===== src/core/sfa_pkg.sv =====
// Shared constants, types and helpers for the serial ADC frame aligner
package sfa_pkg;
   // Bits gathered by one edge deserializer per divided-clock cycle
   localparam int unsigned HALF_W_DEF = 4;
   localparam int unsigned MAX_HALF_W = 6;
   // Divided clock ratio relative to the sampling clock
   localparam int unsigned DIV_RATIO = 4;
   localparam int unsigned CHAN_DEF = 4;
   localparam int unsigned ADC_BITS_DEF = 14;
   localparam logic [11:0] PAT_TWO_WIRE = 12'h0F0;
   localparam logic [11:0] PAT_ONE_WIRE = 12'h0FF;
   localparam logic [1:0] LANES_ONE = 2'h1;
   localparam logic [1:0] LANES_TWO = 2'h2;
   localparam logic ORDER_LSB = 1'h0;
   localparam logic ORDER_MSB = 1'h1;
   localparam logic FMT_BYTE = 1'h0;
   localparam logic FMT_BIT = 1'h1;
   // Divided words discarded after a slip before comparing again
   localparam int unsigned SETTLE_WORDS = 2;
   localparam logic [2:0] CNT_RESET = 3'h0;
   localparam logic [1:0] WAIT_RESET = 2'h0;

   typedef struct packed {
      logic [1:0] lane_count_select;
      logic bit_order_select;
      logic byte_or_bit_format;
   } sfa_cfg_t;

   typedef enum logic [3:0] {
      ST_HUNT = 4'h1,
      ST_SLIP = 4'h2,
      ST_WAIT = 4'h4,
      ST_LOCK = 4'h8
   } sfa_state_t;

   // Interleave: a feeds odd positions, b even positions
   function automatic logic [23:0] weave(input logic [11:0] a, input logic [11:0] b);
      logic [23:0] w;
      w = 24'h000000;
      for (int k = 0; k < 12; k++)
      begin
         w[2*k+1] = a[k];
         w[2*k] = b[k];
      end
      return w;
   endfunction : weave
endpackage : sfa_pkg


===== src/core/sfa_lane_deser.sv =====
// Dual edge deserializer lane with swap multiplexer
`timescale 1ns/10ps
`default_nettype none
module sfa_lane_deser #(
   parameter int unsigned HALF_W = sfa_pkg::HALF_W_DEF
) (
   input wire logic clock_i,
   input wire logic rst_n_i,
   input wire logic rise_bit_i,
   input wire logic fall_bit_i,
   input wire logic load_i,
   input wire logic swap_i,
   output logic [2*HALF_W-1:0] word_o
);
   logic [HALF_W-1:0] rise_q, rise_d, fall_q, fall_d, even_s, odd_s;
   logic [2*HALF_W-1:0] word_q, word_d;
   logic [23:0] woven_s;

   always_comb
   begin
      rise_d = {rise_q[HALF_W-2:0], rise_bit_i}; // RQ2
      fall_d = {fall_q[HALF_W-2:0], ~fall_bit_i}; // RQ4
      even_s = swap_i ? fall_d : rise_d; // RQ6
      odd_s = swap_i ? rise_d : fall_d;
      woven_s = sfa_pkg::weave(12'(even_s), 12'(odd_s));
      word_d = load_i ? woven_s[2*HALF_W-1:0] : word_q; // RQ5
   end

   always_ff @(posedge clock_i or negedge rst_n_i)
   begin
      if (!rst_n_i)
      begin
         rise_q <= '0;
         fall_q <= '0;
         word_q <= '0;
      end
      else
      begin
         rise_q <= rise_d;
         fall_q <= fall_d;
         word_q <= word_d;
      end
   end

   assign word_o = word_q;

   chk_fall_inverted: assert property (@(posedge clock_i) disable iff (!rst_n_i) // RQ4
      (load_i && !swap_i) |=> (word_q[0] == !$past(fall_bit_i)))
      else $error("falling edge bit not inverted");
   chk_even_rise: assert property (@(posedge clock_i) disable iff (!rst_n_i) // RQ2
      (load_i && !swap_i) |=> (word_q[1] == $past(rise_bit_i)))
      else $error("even bit not from rising edge");
endmodule : sfa_lane_deser
`default_nettype wire


===== src/core/sfa_frame_aligner.sv =====
// Frame aligner: frame lane training, data lanes and word assembly
// Behaviour
// RQ1: Frame lane captured like data by rising and falling edge deserializers.
// RQ2: Rising edge deserializer holds even bits, falling edge the odd bits.
// RQ3: Frame word width is a parameter up to twelve bits.
// RQ4: Falling edge bits are inverted before compare or delivery.
// RQ5: Each completed parallel frame word is compared to the expected pattern; the code skips the SETTLE_WORDS (2) words after each slip.
// RQ6: Swapped pattern also compared; a match enables the swap multiplexer.
// RQ7: No match issues a bitslip; compare and slip repeat until found.
// RQ8: Slip and swap drive every data lane identically to the frame lane.
// RQ9: Data lanes share the capture circuit, no own state machine.
// RQ10: Bits sampled per clock; words handled once per divided cycle.
// RQ11: Sender zero-fills a 14-bit result into a 16-bit word.
// RQ12: One-wire mode: half pattern marks the high byte, next byte low.
// RQ13: One-wire bytes joined by ping-pong registers into one word.
// RQ14: Two-wire mode searches pattern 11110000 on the frame lane.
// RQ15: Each channel in two-wire mode uses two data capture lanes.
// RQ16: Two-wire lanes merged by order and format; stuffing bits dropped.
// RQ17: Sender frame clock is one eighth of bit clock, data aligned.
// RQ18: Sender bit clock is a quarter period off data and frame.
// RQ19: Bit order select: 0 least significant first, 1 most first.
// RQ20: Lane count select: 1 one-wire, 2 two-wire.
// RQ21: Locked flag set on match, held, slips stop until reset.
// RQ22: Data valid only while locked, once per assembled word.
`timescale 1ns/10ps
`default_nettype none
module sfa_frame_aligner #(
   parameter int unsigned NUM_CH = sfa_pkg::CHAN_DEF,
   parameter int unsigned HALF_W = sfa_pkg::HALF_W_DEF,
   parameter int unsigned ADC_BITS = sfa_pkg::ADC_BITS_DEF,
   parameter logic [11:0] PAT_TWO = sfa_pkg::PAT_TWO_WIRE,
   parameter logic [11:0] PAT_ONE = sfa_pkg::PAT_ONE_WIRE
) (
   input wire logic clock_i,
   input wire logic arst_n_i,
   input wire logic frame_rise_i,
   input wire logic frame_fall_i,
   input wire logic [2*NUM_CH-1:0] lane_rise_i,
   input wire logic [2*NUM_CH-1:0] lane_fall_i,
   input wire sfa_pkg::sfa_cfg_t cfg_i,
   output logic locked_o,
   output logic swap_o,
   output logic bitslip_o,
   output logic data_valid_o,
   output logic [NUM_CH-1:0][ADC_BITS-1:0] data_o
);
   localparam int unsigned BYTE_W = 2*HALF_W;
   localparam int unsigned WORD_W = 4*HALF_W;
   localparam int unsigned NLANE = 2*NUM_CH;
   localparam logic [2:0] CNT_LAST = 3'(HALF_W-1);
   localparam logic [1:0] WAIT_LAST = 2'(sfa_pkg::SETTLE_WORDS-1);
   logic rst_meta_q, rst_n_q;
   logic [2:0] cnt_q, cnt_d;
   logic load_s, word_new_q, word_new_d;
   sfa_pkg::sfa_state_t state_q, state_d;
   logic slip_q, slip_d, swap_q, swap_d, locked_q, locked_d;
   logic [1:0] wait_q, wait_d;
   logic [BYTE_W-1:0] frame_word, pat_s, pat_sw_s;
   logic [BYTE_W-1:0] lane_word [NLANE];
   logic match_norm, match_swap, one_wire, msb_flag;
   logic phase_q, phase_d, valid_q, valid_d;
   logic [NUM_CH-1:0][BYTE_W-1:0] msb_q, msb_d;
   logic [NUM_CH-1:0][ADC_BITS-1:0] data_q, data_d;
   sfa_pkg::sfa_cfg_t cfg_one;

   // Merge two bytes by format, order, then drop stuffing bits
   function automatic logic [ADC_BITS-1:0] assemble(input logic [BYTE_W-1:0] hi,
                                                   input logic [BYTE_W-1:0] lo,
                                                   input sfa_pkg::sfa_cfg_t cfg);
      logic [23:0] wv;
      logic [WORD_W-1:0] w, r;
      wv = sfa_pkg::weave(12'(hi), 12'(lo));
      w = (cfg.byte_or_bit_format == sfa_pkg::FMT_BIT) ? wv[WORD_W-1:0] : {hi, lo};
      for (int k = 0; k < WORD_W; k++)
      begin
         r[k] = w[WORD_W-1-k];
      end
      if (cfg.bit_order_select == sfa_pkg::ORDER_LSB) // RQ19
      begin
         w = r;
      end
      return w[WORD_W-1 -: ADC_BITS]; // RQ16
   endfunction : assemble

   // Reset release through two flops
   always_ff @(posedge clock_i or negedge arst_n_i)
   begin
      if (!arst_n_i)
      begin
         rst_meta_q <= 1'b0;
         rst_n_q <= 1'b0;
      end
      else
      begin
         rst_meta_q <= 1'b1;
         rst_n_q <= rst_meta_q;
      end
   end

   // Divided clock phase; a slip holds it one cycle
   always_comb
   begin
      load_s = (cnt_q == CNT_LAST) && !slip_q; // RQ10
      word_new_d = load_s;
      if (slip_q)
      begin
         cnt_d = cnt_q; // RQ7
      end
      else if (cnt_q == CNT_LAST)
      begin
         cnt_d = sfa_pkg::CNT_RESET;
      end
      else
      begin
         cnt_d = cnt_q + 3'h1;
      end
   end
   always_ff @(posedge clock_i or negedge rst_n_q)
   begin
      if (!rst_n_q)
      begin
         cnt_q <= sfa_pkg::CNT_RESET;
         word_new_q <= 1'b0;
      end
      else
      begin
         cnt_q <= cnt_d;
         word_new_q <= word_new_d;
      end
   end

   // Frame lane capture
   sfa_lane_deser #(.HALF_W(HALF_W)) u_frame ( // RQ1 RQ3
      .clock_i(clock_i),
      .rst_n_i(rst_n_q),
      .rise_bit_i(frame_rise_i),
      .fall_bit_i(frame_fall_i),
      .load_i(load_s),
      .swap_i(1'b0),
      .word_o(frame_word)
   );

   // Data lanes, two per channel
   for (genvar i = 0; i < NLANE; i++)
   begin : g_lane
      sfa_lane_deser #(.HALF_W(HALF_W)) u_lane ( // RQ8 RQ9 RQ15
         .clock_i(clock_i),
         .rst_n_i(rst_n_q),
         .rise_bit_i(lane_rise_i[i]),
         .fall_bit_i(lane_fall_i[i]),
         .load_i(load_s),
         .swap_i(swap_q),
         .word_o(lane_word[i])
      );
   end

   // Pattern selection and compare
   always_comb
   begin
      one_wire = (cfg_i.lane_count_select == sfa_pkg::LANES_ONE); // RQ20
      pat_s = one_wire ? PAT_ONE[BYTE_W-1:0] : PAT_TWO[BYTE_W-1:0]; // RQ12 RQ14
      for (int k = 0; k < HALF_W; k++)
      begin
         pat_sw_s[2*k] = pat_s[2*k+1]; // RQ6
         pat_sw_s[2*k+1] = pat_s[2*k];
      end
      match_norm = (frame_word == pat_s); // RQ5
      match_swap = (frame_word == pat_sw_s); // RQ6
   end

   // Alignment state machine
   always_comb
   begin
      state_d = state_q;
      slip_d = 1'b0;
      swap_d = swap_q;
      locked_d = locked_q;
      wait_d = wait_q;
      case (state_q)
         sfa_pkg::ST_HUNT:
         begin
            if (word_new_q)
            begin
               if (match_norm || match_swap)
               begin
                  state_d = sfa_pkg::ST_LOCK; // RQ21
                  locked_d = 1'b1;
                  swap_d = !match_norm; // RQ6
               end
               else
               begin
                  state_d = sfa_pkg::ST_SLIP; // RQ7
                  slip_d = 1'b1;
               end
            end
         end
         sfa_pkg::ST_SLIP:
         begin
            state_d = sfa_pkg::ST_WAIT;
            wait_d = sfa_pkg::WAIT_RESET;
         end
         sfa_pkg::ST_WAIT:
         begin
            if (word_new_q)
            begin
               if (wait_q == WAIT_LAST)
               begin
                  state_d = sfa_pkg::ST_HUNT;
               end
               else
               begin
                  wait_d = wait_q + 2'h1;
               end
            end
         end
         sfa_pkg::ST_LOCK:
         begin
            state_d = sfa_pkg::ST_LOCK; // RQ21
         end
         default:
         begin
            state_d = sfa_pkg::ST_HUNT;
            locked_d = 1'b0;
         end
      endcase
   end
   always_ff @(posedge clock_i or negedge rst_n_q)
   begin
      if (!rst_n_q)
      begin
         state_q <= sfa_pkg::ST_HUNT;
         slip_q <= 1'b0;
         swap_q <= 1'b0;
         locked_q <= 1'b0;
         wait_q <= sfa_pkg::WAIT_RESET;
      end
      else
      begin
         state_q <= state_d;
         slip_q <= slip_d;
         swap_q <= swap_d;
         locked_q <= locked_d;
         wait_q <= wait_d;
      end
   end

   // Word assembly
   always_comb
   begin
      cfg_one = cfg_i;
      cfg_one.byte_or_bit_format = sfa_pkg::FMT_BYTE;
      msb_flag = swap_q ? match_swap : match_norm; // RQ12
      valid_d = 1'b0;
      data_d = data_q;
      msb_d = msb_q;
      phase_d = phase_q;
      if (locked_q && word_new_q) // RQ22
      begin
         if (one_wire)
         begin
            if (msb_flag)
            begin
               for (int c = 0; c < NUM_CH; c++)
               begin
                  msb_d[c] = lane_word[c]; // RQ13
               end
               phase_d = 1'b1;
            end
            else if (phase_q)
            begin
               for (int c = 0; c < NUM_CH; c++)
               begin
                  data_d[c] = assemble(msb_q[c], lane_word[c], cfg_one); // RQ13
               end
               valid_d = 1'b1;
               phase_d = 1'b0;
            end
         end
         else
         begin
            for (int c = 0; c < NUM_CH; c++)
            begin
               data_d[c] = assemble(lane_word[2*c], lane_word[2*c+1], cfg_i); // RQ16
            end
            valid_d = 1'b1;
         end
      end
   end
   always_ff @(posedge clock_i or negedge rst_n_q)
   begin
      if (!rst_n_q)
      begin
         phase_q <= 1'b0;
         valid_q <= 1'b0;
         msb_q <= '0;
         data_q <= '0;
      end
      else
      begin
         phase_q <= phase_d;
         valid_q <= valid_d;
         msb_q <= msb_d;
         data_q <= data_d;
      end
   end
   assign locked_o = locked_q;
   assign swap_o = swap_q;
   assign bitslip_o = slip_q;
   assign data_valid_o = valid_q;
   assign data_o = data_q;
   chk_slip_on_miss: assert property (@(posedge clock_i) disable iff (!rst_n_q) // RQ7
      (state_q == sfa_pkg::ST_HUNT && word_new_q && !match_norm && !match_swap)
      |=> slip_q ##1 (!slip_q && state_q == sfa_pkg::ST_WAIT))
      else $error("missing bitslip after mismatch");
   chk_lock_normal: assert property (@(posedge clock_i) disable iff (!rst_n_q) // RQ5
      (state_q == sfa_pkg::ST_HUNT && word_new_q && match_norm)
      |=> (locked_q && !swap_q && !slip_q))
      else $error("normal match did not lock unswapped");
   chk_lock_swapped: assert property (@(posedge clock_i) disable iff (!rst_n_q) // RQ6
      (state_q == sfa_pkg::ST_HUNT && word_new_q && !match_norm && match_swap)
      |=> (locked_q && swap_q))
      else $error("swapped match did not enable swap");
   chk_lock_holds: assert property (@(posedge clock_i) disable iff (!rst_n_q) // RQ21
      locked_q |=> (locked_q && !slip_q && $stable(swap_q)))
      else $error("lock lost or slip after lock");
   chk_div_period: assert property (@(posedge clock_i) disable iff (!rst_n_q) // RQ10
      (cnt_q == CNT_LAST && !slip_q) |=> (cnt_q == 3'h0 && word_new_q))
      else $error("divided word strobe out of step");
   chk_valid_locked: assert property (@(posedge clock_i) disable iff (!rst_n_q) // RQ22
      data_valid_o |-> (locked_q && $past(word_new_q)))
      else $error("data valid without lock");
   chk_one_wire_pair: assert property (@(posedge clock_i) disable iff (!rst_n_q) // RQ13
      (data_valid_o && cfg_i.lane_count_select == sfa_pkg::LANES_ONE) |-> $past(phase_q))
      else $error("one-wire word without high byte");
   chk_two_wire_rate: assert property (@(posedge clock_i) disable iff (!rst_n_q) // RQ16
      (locked_q && word_new_q && cfg_i.lane_count_select == sfa_pkg::LANES_TWO) |=> data_valid_o)
      else $error("two-wire word not delivered");
endmodule : sfa_frame_aligner
`default_nettype wire


===== config.mk =====
export PLATFORM = sky130hd
export DESIGN_NAME = sfa_frame_aligner
export DESIGN_NICKNAME = d
export VERILOG_FILES = /design/src/core/sfa_pkg.sv /design/src/core/sfa_lane_deser.sv /design/src/core/sfa_frame_aligner.sv
export SDC_FILE = /design/constraint.sdc
export NUM_CORES = 1
export LEC_CHECK = 0
export BUFFER_PORTS_ARGS = -buffer_cell sky130_fd_sc_hd__buf_2
export CORE_ASPECT_RATIO = 0.8
export CORE_UTILIZATION = 60
export CTS_CLUSTER_DIAMETER = 60
export DETAILED_ROUTE_END_ITERATION = 8
export HOLD_SLACK_MARGIN = 0.03
export PLACE_DENSITY = 0.92
export SKIP_CTS_REPAIR_TIMING = 1
export SLEW_MARGIN = 15
export SYNTH_ARGS = -nofsm -noshare
export SYNTH_HDL_FRONTEND = slang
export SYNTH_SLANG_ARGS = --single-unit

===== constraint.sdc =====
create_clock -name clock_i -period 8.25 [get_ports clock_i]
set_input_delay 0.4125 -clock clock_i [delete_from_list [all_inputs] [get_ports clock_i]]
set_output_delay 0.4125 -clock clock_i [all_outputs]
set_load 0.01 [all_outputs]

==> metrics.md, run 1 <==
| Metric | Value |
|---|---|
| Storage cell area | `5790 µm²` |
| Final HPWL DP | `14.8 mm` |
| All-Layer GR Usage | `0.261` |
| CTS tree | `built` |
| CTS Buf Count | `23` |
| Core area | `17400 µm²` |
| Main flop type after synthesis | `dfrtp_1` |
| Internal power | `0.00236 W` |
| Max Fclk | `0.414 GHz` |
| Htree depth | `1` |
| CP required | `7.84 ns` |
| DR iter-0 viols | `566` |
| Area contributors post-synth | `dfrtp_1 (53%), mux2i_1 (13%), mux2_2 (11%)` |
| Area Overhead vs Synth | `11.8%` |
| Final Hold Fails | `0` |
| Yosys cell types | `46` |
| Crit path DAT | `2.01 ns` |
| Number of port buffers | `83` |
| Final wirelength | `23.3 mm` |
| Cell area power density | `294 nW/µm²` |
| RD Place Congestion | `0.836` |
| Max Cap Violations | `0` |
| TritonCTS sink count | `231` |
| Setup tns final | `0 ns` |
| Setup violators final | `0` |
| Max Root-Sink Buffers | `3` |
| NumNets Final | `927` |
| Sw Pwr | `0.00118 W` |
| Dominant cell type by area after synthesis | `dfrtp_1` |
| Root Buffer | `clkbuf_16` |
| Layout cells sized above 1 | `0.302` |
| Worst setup margin | `5.83 ns` |
| Cells after Synth | `840` |
| Maximum vdd drop | `124 µV` |
| Slowest CP cell | `dfrtp_4` |
| Pre-CTS setup slack | `5.62 ns` |
| Initial antenna violation count | `0` |
| Hold WS | `0.0482 ns` |
| Drt wl/cell | `20.4 µm` |
| Register area share after synthesis | `0.537` |
| PnR Total Power | `0.00354 W` |
| RSZ-0062 raised after global routing | `no` |
| Ys async rst share | `1.00` |
| Critical setup path kind | `reg -> out` |
| Critical path fanouts, max | `76` |
| Global-route wire length before repair | `37.9 mm` |
| Top cell type's share of synthesized area | `0.534` |
| Logic pwr share | `0.232` |
| LEAKAGE | `5.94 nW` |
| Vias per inst | `6.09` |
| Pin count of the biggest net entering global routing | `184` |
| HP Class | `in -> reg` |
| Initial cell density of the core | `0.618` |
| Die span in x | `152 µm` |
| Clk slew on worst S/H paths | `0.06 ns` |
| Delay-heaviest family, CP | `flip-flops` |
| Crit end category | `output port` |
| Footprint of the multi-input gates | `4600 µm²` |
| DR DRC count | `0` |
| Worst path max stage delay | `1.18 ns` |
| Critical path, cell by cell | `buf_2` |
| Mapped Area | `10800 µm²` |
| Outcome | `finished, final reports clean` |
| Worst Skew | `0.0128 ns` |
| Total Die Area | `18500 µm²` |
| Row count | `43` |
| Worst-Margin Slew | `1.14 ns` |
| Buf/Inv on CP | `1` |
| Number of synthesized flops with an enable pin | `0` |
| Post-synthesis register bit count | `231` |
| Die height | `122 µm` |
| CP Launch Type | `register` |
| Layout Utilization | `0.691` |
| Vias | `6961` |
| Pre-antenna DRT Iters | `6` |
| Clk pwr share | `0.305` |
| Share of power burned in registers | `0.464` |
| Antenna viol nets, final | `0` |
| Syn. warnings | `0` |
| Total gr overflow | `0` |
| Synthesized net count | `866` |
| Switching Fraction | `0.333` |
| Fin crit period | `2.42 ns` |
| Final period utilization | `0.293` |
| N_diodes | `0` |
| Avg Inst Size Synth | `12.8 µm²` |
| Slew HR | `0.241` |
| Worst skew pair latency | `0.51 ns` |
| I/O Pins | `84` |
| Final Max Tran Viols | `0` |
| Filler cells | `1203` |
| Vias in the first global route | `6856` |
## routing by layer
layer	share of wire	vias up	global-route usage
met3	0.077	37	0.0566
met1	0.46	3528	0.393
li1	-	3114	-
met2	0.44	282	0.379
met4	0.021	0	0.0788
met5	0	-	0
## logic make-up after synthesis
group,after synthesis,share of synthesized area
adder cells (fa/ha/maj),2,0.00232
AND/OR/NAND/NOR,133,0.0575
AO/OA/AOI/OAI,113,0.0638
XOR/XNOR,2,0.00163
flip-flops,231,0.537
multiplexers,285,0.300
buffers and inverters,73,0.0383
other,1,0.000348
## Yosys cell counts (7+ instances only)
master	instances
a21oi_1	9
a311oi_1	14
and3b_1	8
buf_2	18
buf_4	7
buf_6	12
clkbuf_1	20
dfrtp_1	230
inv_1	13
mux2_1	8
mux2_2	103
mux2_4	27
mux2i_1	139
mux4_2	8
nand2_1	91
nor2_1	14
o21ai_0	71
o2bb2ai_1	7
## power by group through the flow
| stage | clock [W] | sequential (W) | combinational, W |
|---|---|---|---|
| after global placement | 0 | 0.00163 | 0.000747 |
| after floorplan | 0 | 0.00153 | 0.000608 |
| after global routing | 0.00114 | 0.00166 | 0.000913 |
| after detailed placement | 0 | 0.00164 | 0.000792 |
| after CTS | 0.00109 | 0.00163 | 0.000819 |
| final | 0.00108 | 0.00164 | 0.000820 |
## placed cells by master, fill, tap and decap left out, types with 2 or more instances in the layout
master	netlist	routed
a211oi_1	3	3
a21o_1	2	2
a21oi_1	9	9
a22o_1	2	2
a311oi_1	14	14
and2_1	2	2
and3b_1	8	8
buf_2	18	83
buf_4	7	5
bufinv_16	0	2
clkbuf_1	20	4
clkbuf_16	0	23
clkbuf_8	0	7
clkinv_2	0	3
dfrtp_1	230	228
dfrtp_4	0	2
dlygate4sd3_1	0	5
ha_1	2	2
inv_1	13	13
mux2_1	8	8
mux2_2	103	103
mux2_4	27	27
mux2i_1	139	139
mux4_2	8	8
nand2_1	91	91
nand2b_4	0	2
nand4_2	2	2
nor2_1	14	14
nor2b_1	3	3
nor3_1	2	2
o21ai_0	71	71
o2bb2ai_1	7	7
xor2_1	2	2
## state kept, by name, summed over array words and instances, names as in the netlist, 2 cells and up
register	cells
g_lane.u_lane.word_o	64
data_o	56
msb_q	32
g_lane.u_lane.fall_q	24
g_lane.u_lane.rise_q	24
u_frame.word_o	8
state_q	4
cnt_q	3
u_frame.fall_q	3
u_frame.rise_q	3
wait_q	2
## cell type report
cell class / count / share of cell area
Sequential cell: 231 / 0.481
Multi-Input combinational cell: 536 / 0.382
Clock buffer: 34 / 0.0570
Timing Repair Buffer: 94 / 0.0434
Tap cell: 225 / 0.0234
Clock inverter: 8 / 0.00852
Inverter: 15 / 0.00468
## stage by stage
| stage | instances | instance area (µm²) |
|---|---|---|
| after detailed placement | 1096 | 11200 |
| final | 1143 | 12000 |
| after global placement | 1096 | 11200 |
| after floorplan | 840 | 10800 |
| after CTS | 1138 | 12000 |
| after global routing | 1143 | 12000 |
## final timing paths
| check | endpoint | startpoint | slack (ns) | cells after the start |
|---|---|---|---|---|
| min in group asynchronous | rst_n_q$_DFF_PN0_ | arst_n_i | 0.21 | 2 |
| worst max register to register | g_lane[2].u_lane.word_o[6]$_DFFE_PN0P_ | cnt_q[0]$_DFFE_PN0N_ | 5.95 | 5 |
| worst min-delay path | g_lane[0].u_lane.rise_q[0]$_DFF_PN0_ | lane_rise_i[0] | 0.05 | 1 |
| max in group asynchronous | g_lane[7].u_lane.fall_q[2]$_DFF_PN0_ | rst_n_q$_DFF_PN0_ | 6.52 | 1 |
| worst min register to register | g_lane[3].u_lane.word_o[1]$_DFFE_PN0P_ | rst_n_q$_DFF_PN0_ | 0.34 | 0 |
| worst max-delay path | swap_o | swap_o$_DFFE_PN0P_ | 5.83 | 1 |
Note: power is estimated with default switching activity, not from simulation.
==> run 2, diff against run 1 <==
clock period = 2.47 ns   (was 8.25 ns; I/O delays follow)
==> run 2 against run 1 <==
Net effect:
- clock power increased to 3.1 times the previous value
- design area up 2.4%
- critical path depth grew 3
- non-clock buffer count rose by 29
- register-to-register slack got worse by 5.4 ns
- sequential share of layout area down 1.1 points
- largest cell class unchanged
- setup slack lost 5.3 ns
==> metrics.md, run 2 (same netlist as run 1, synthesis figures left out) <==
| Metric | Value |
|---|---|
| TritonCTS sink count | `231` |
| Vias | `7132` |
| Global-route wire length before repair | `39.9 mm` |
| Hold worst-path end | `data_o[15]$_DFFE_PN0P_` |
| Area Overhead vs Synth | `14.4%` |
| Die height | `122 µm` |
| HP Class | `in -> reg` |
| CTS tree | `built` |
| Worst-Margin Slew | `0.691 ns` |
| Fin crit period | `1.89 ns` |
| Setup violators final | `0` |
| Core area | `17400 µm²` |
| Layout cells sized above 1 | `0.305` |
| Setup tns final | `0 ns` |
| Drt wl/cell | `21.3 µm` |
| Cell area power density | `946 nW/µm²` |
| Die span in x | `152 µm` |
| Row count | `43` |
| Slew HR | `0.539` |
| Pre-antenna DRT Iters | `5` |
| R2R Path Start | `u_frame.word_o[5]$_DFFE_PN0P_` |
| Root Buffer | `clkbuf_16` |
| Worst path max stage delay | `0.46 ns` |
| DR DRC count | `0` |
| Layout Utilization | `0.707` |
| LEAKAGE | `6.07 nW` |
| R2r endpoint | `msb_q[21]$_DFFE_PN0P_` |
| Reg2reg setup slack | `0.58 ns` |
| Vias per inst | `6.09` |
| Vias in the first global route | `7069` |
| CP Launch Type | `register` |
| Final wirelength | `24.9 mm` |
| Total Die Area | `18500 µm²` |
| Crit end category | `register` |
| Commonest non-fill, non-tap cells in the layout | `dfrtp_1 (228), mux2i_1 (139), mux2_2 (103)` |
| I/O Pins | `84` |
| Worst skew pair latency | `0.50 ns` |
| Critical path fanouts, max | `32` |
| Outcome | `finished, final reports clean` |
| Hold wc startpoint | `cfg_i[1]` |
| Commonest non-fill, non-tap cell in the layout | `dfrtp_1` |
| Final HPWL DP | `16.1 mm` |
| Total gr overflow | `0` |
| All-Layer GR Usage | `0.276` |
| Max Cap Violations | `0` |
| Worst Skew | `0.0154 ns` |
| Worst setup margin | `0.576 ns` |
| Critical setup path kind | `reg -> reg` |
| Largest register FFs | `64` |
| RSZ-0062 raised after global routing | `no` |
| NumNets Final | `956` |
| Final period utilization | `0.767` |
| Critical path, cell by cell | `nand4_2 -> nor4_4 -> buf_4 -> mux2_2` |
| DR iter-0 viols | `576` |
| CP startpoint | `u_frame.word_o[5]$_DFFE_PN0P_` |
| Hold depth | `3` |
| Maximum vdd drop | `457 µV` |
| Pin count of the biggest net entering global routing | `133` |
| Number of port buffers | `83` |
| RD Place Congestion | `0.843` |
| Initial antenna violation count | `0` |
| N_diodes | `0` |
| Antenna viol nets, final | `0` |
| Filler cells | `1179` |
| Pre-CTS setup slack | `0.428 ns` |
| Initial cell density of the core | `0.618` |
| CTS Buf Count | `23` |
| Max Fclk | `0.528 GHz` |
| Crit path DAT | `2.28 ns` |
| R2R depth | `4` |
| CP required | `2.85 ns` |
| Slowest CP cell | `buf_4` |
| Final Hold Fails | `0` |
| Max Root-Sink Buffers | `3` |
| Final Max Tran Viols | `0` |
| Clk slew on worst S/H paths | `0.06 ns` |
| Htree depth | `1` |
run 2: worst max-delay path by stage:
stage | to | slack (ns) | cells past startpoint
floorplan | bitslip_o$_DFF_PN0_ | 0.14 | 0
detailed placement | data_o[8]$_DFFE_PN0P_ | 0.43 | 7
CTS | msb_q[21]$_DFFE_PN0P_ | 0.59 | 4
global placement | data_o[22]$_DFFE_PN0P_ | 0.51 | 7
finish | msb_q[21]$_DFFE_PN0P_ | 0.58 | 4
global route | msb_q[21]$_DFFE_PN0P_ | 0.51 | 4
run 2: worst max-delay path, delay by kind of cell, from the launching register on:
family | cells | cell delay, ns
flip-flops | 1 | 0.37
multiplexers | 1 | 0.41
buffers and inverters | 1 | 0.46
AND/OR/NAND/NOR | 2 | 0.51
run 2: per-layer routing:
| layer | share of wire | global-route usage |
|---|---|---|
| met2 | 0.45 | 0.414 |
| met4 | 0.028 | 0.0888 |
| met3 | 0.080 | 0.0612 |
| met1 | 0.44 | 0.402 |
| met5 | 0 | 0 |
run 2: per-stage QoR:
step	area, µm²	cells	hold WS, ns	total power [W]
3_5_place_dp	11400	1110	-0.0879	0.00820
3_3_place_gp	11400	1110	-0.0890	0.00797
6_report	12300	1171	0.248	0.0117
5_1_grt	12300	1171	0.276	0.0122
4_1_cts	12100	1151	-0.611	0.0116
2_1_floorplan	10800	840	-0.172	0.00714
run 2: report_power, final:
group | internal (W) | total [W] | switching (W)
clock network | 0.00192 | 0.00333 | 0.00141
logic | 0.00127 | 0.00282 | 0.00155
registers | 0.00452 | 0.00551 | 0.000990
run 2: final cells by class:
type | count | area, µm² | area share
sequential | 231 | 5790 | 0.470
multi-input combinational | 536 | 4600 | 0.373
timing repair buffer | 123 | 878 | 0.0712
clock buffer | 35 | 691 | 0.0560
tap | 225 | 282 | 0.0228
inverter | 15 | 56.3 | 0.00457
clock inverter | 6 | 32.5 | 0.00264
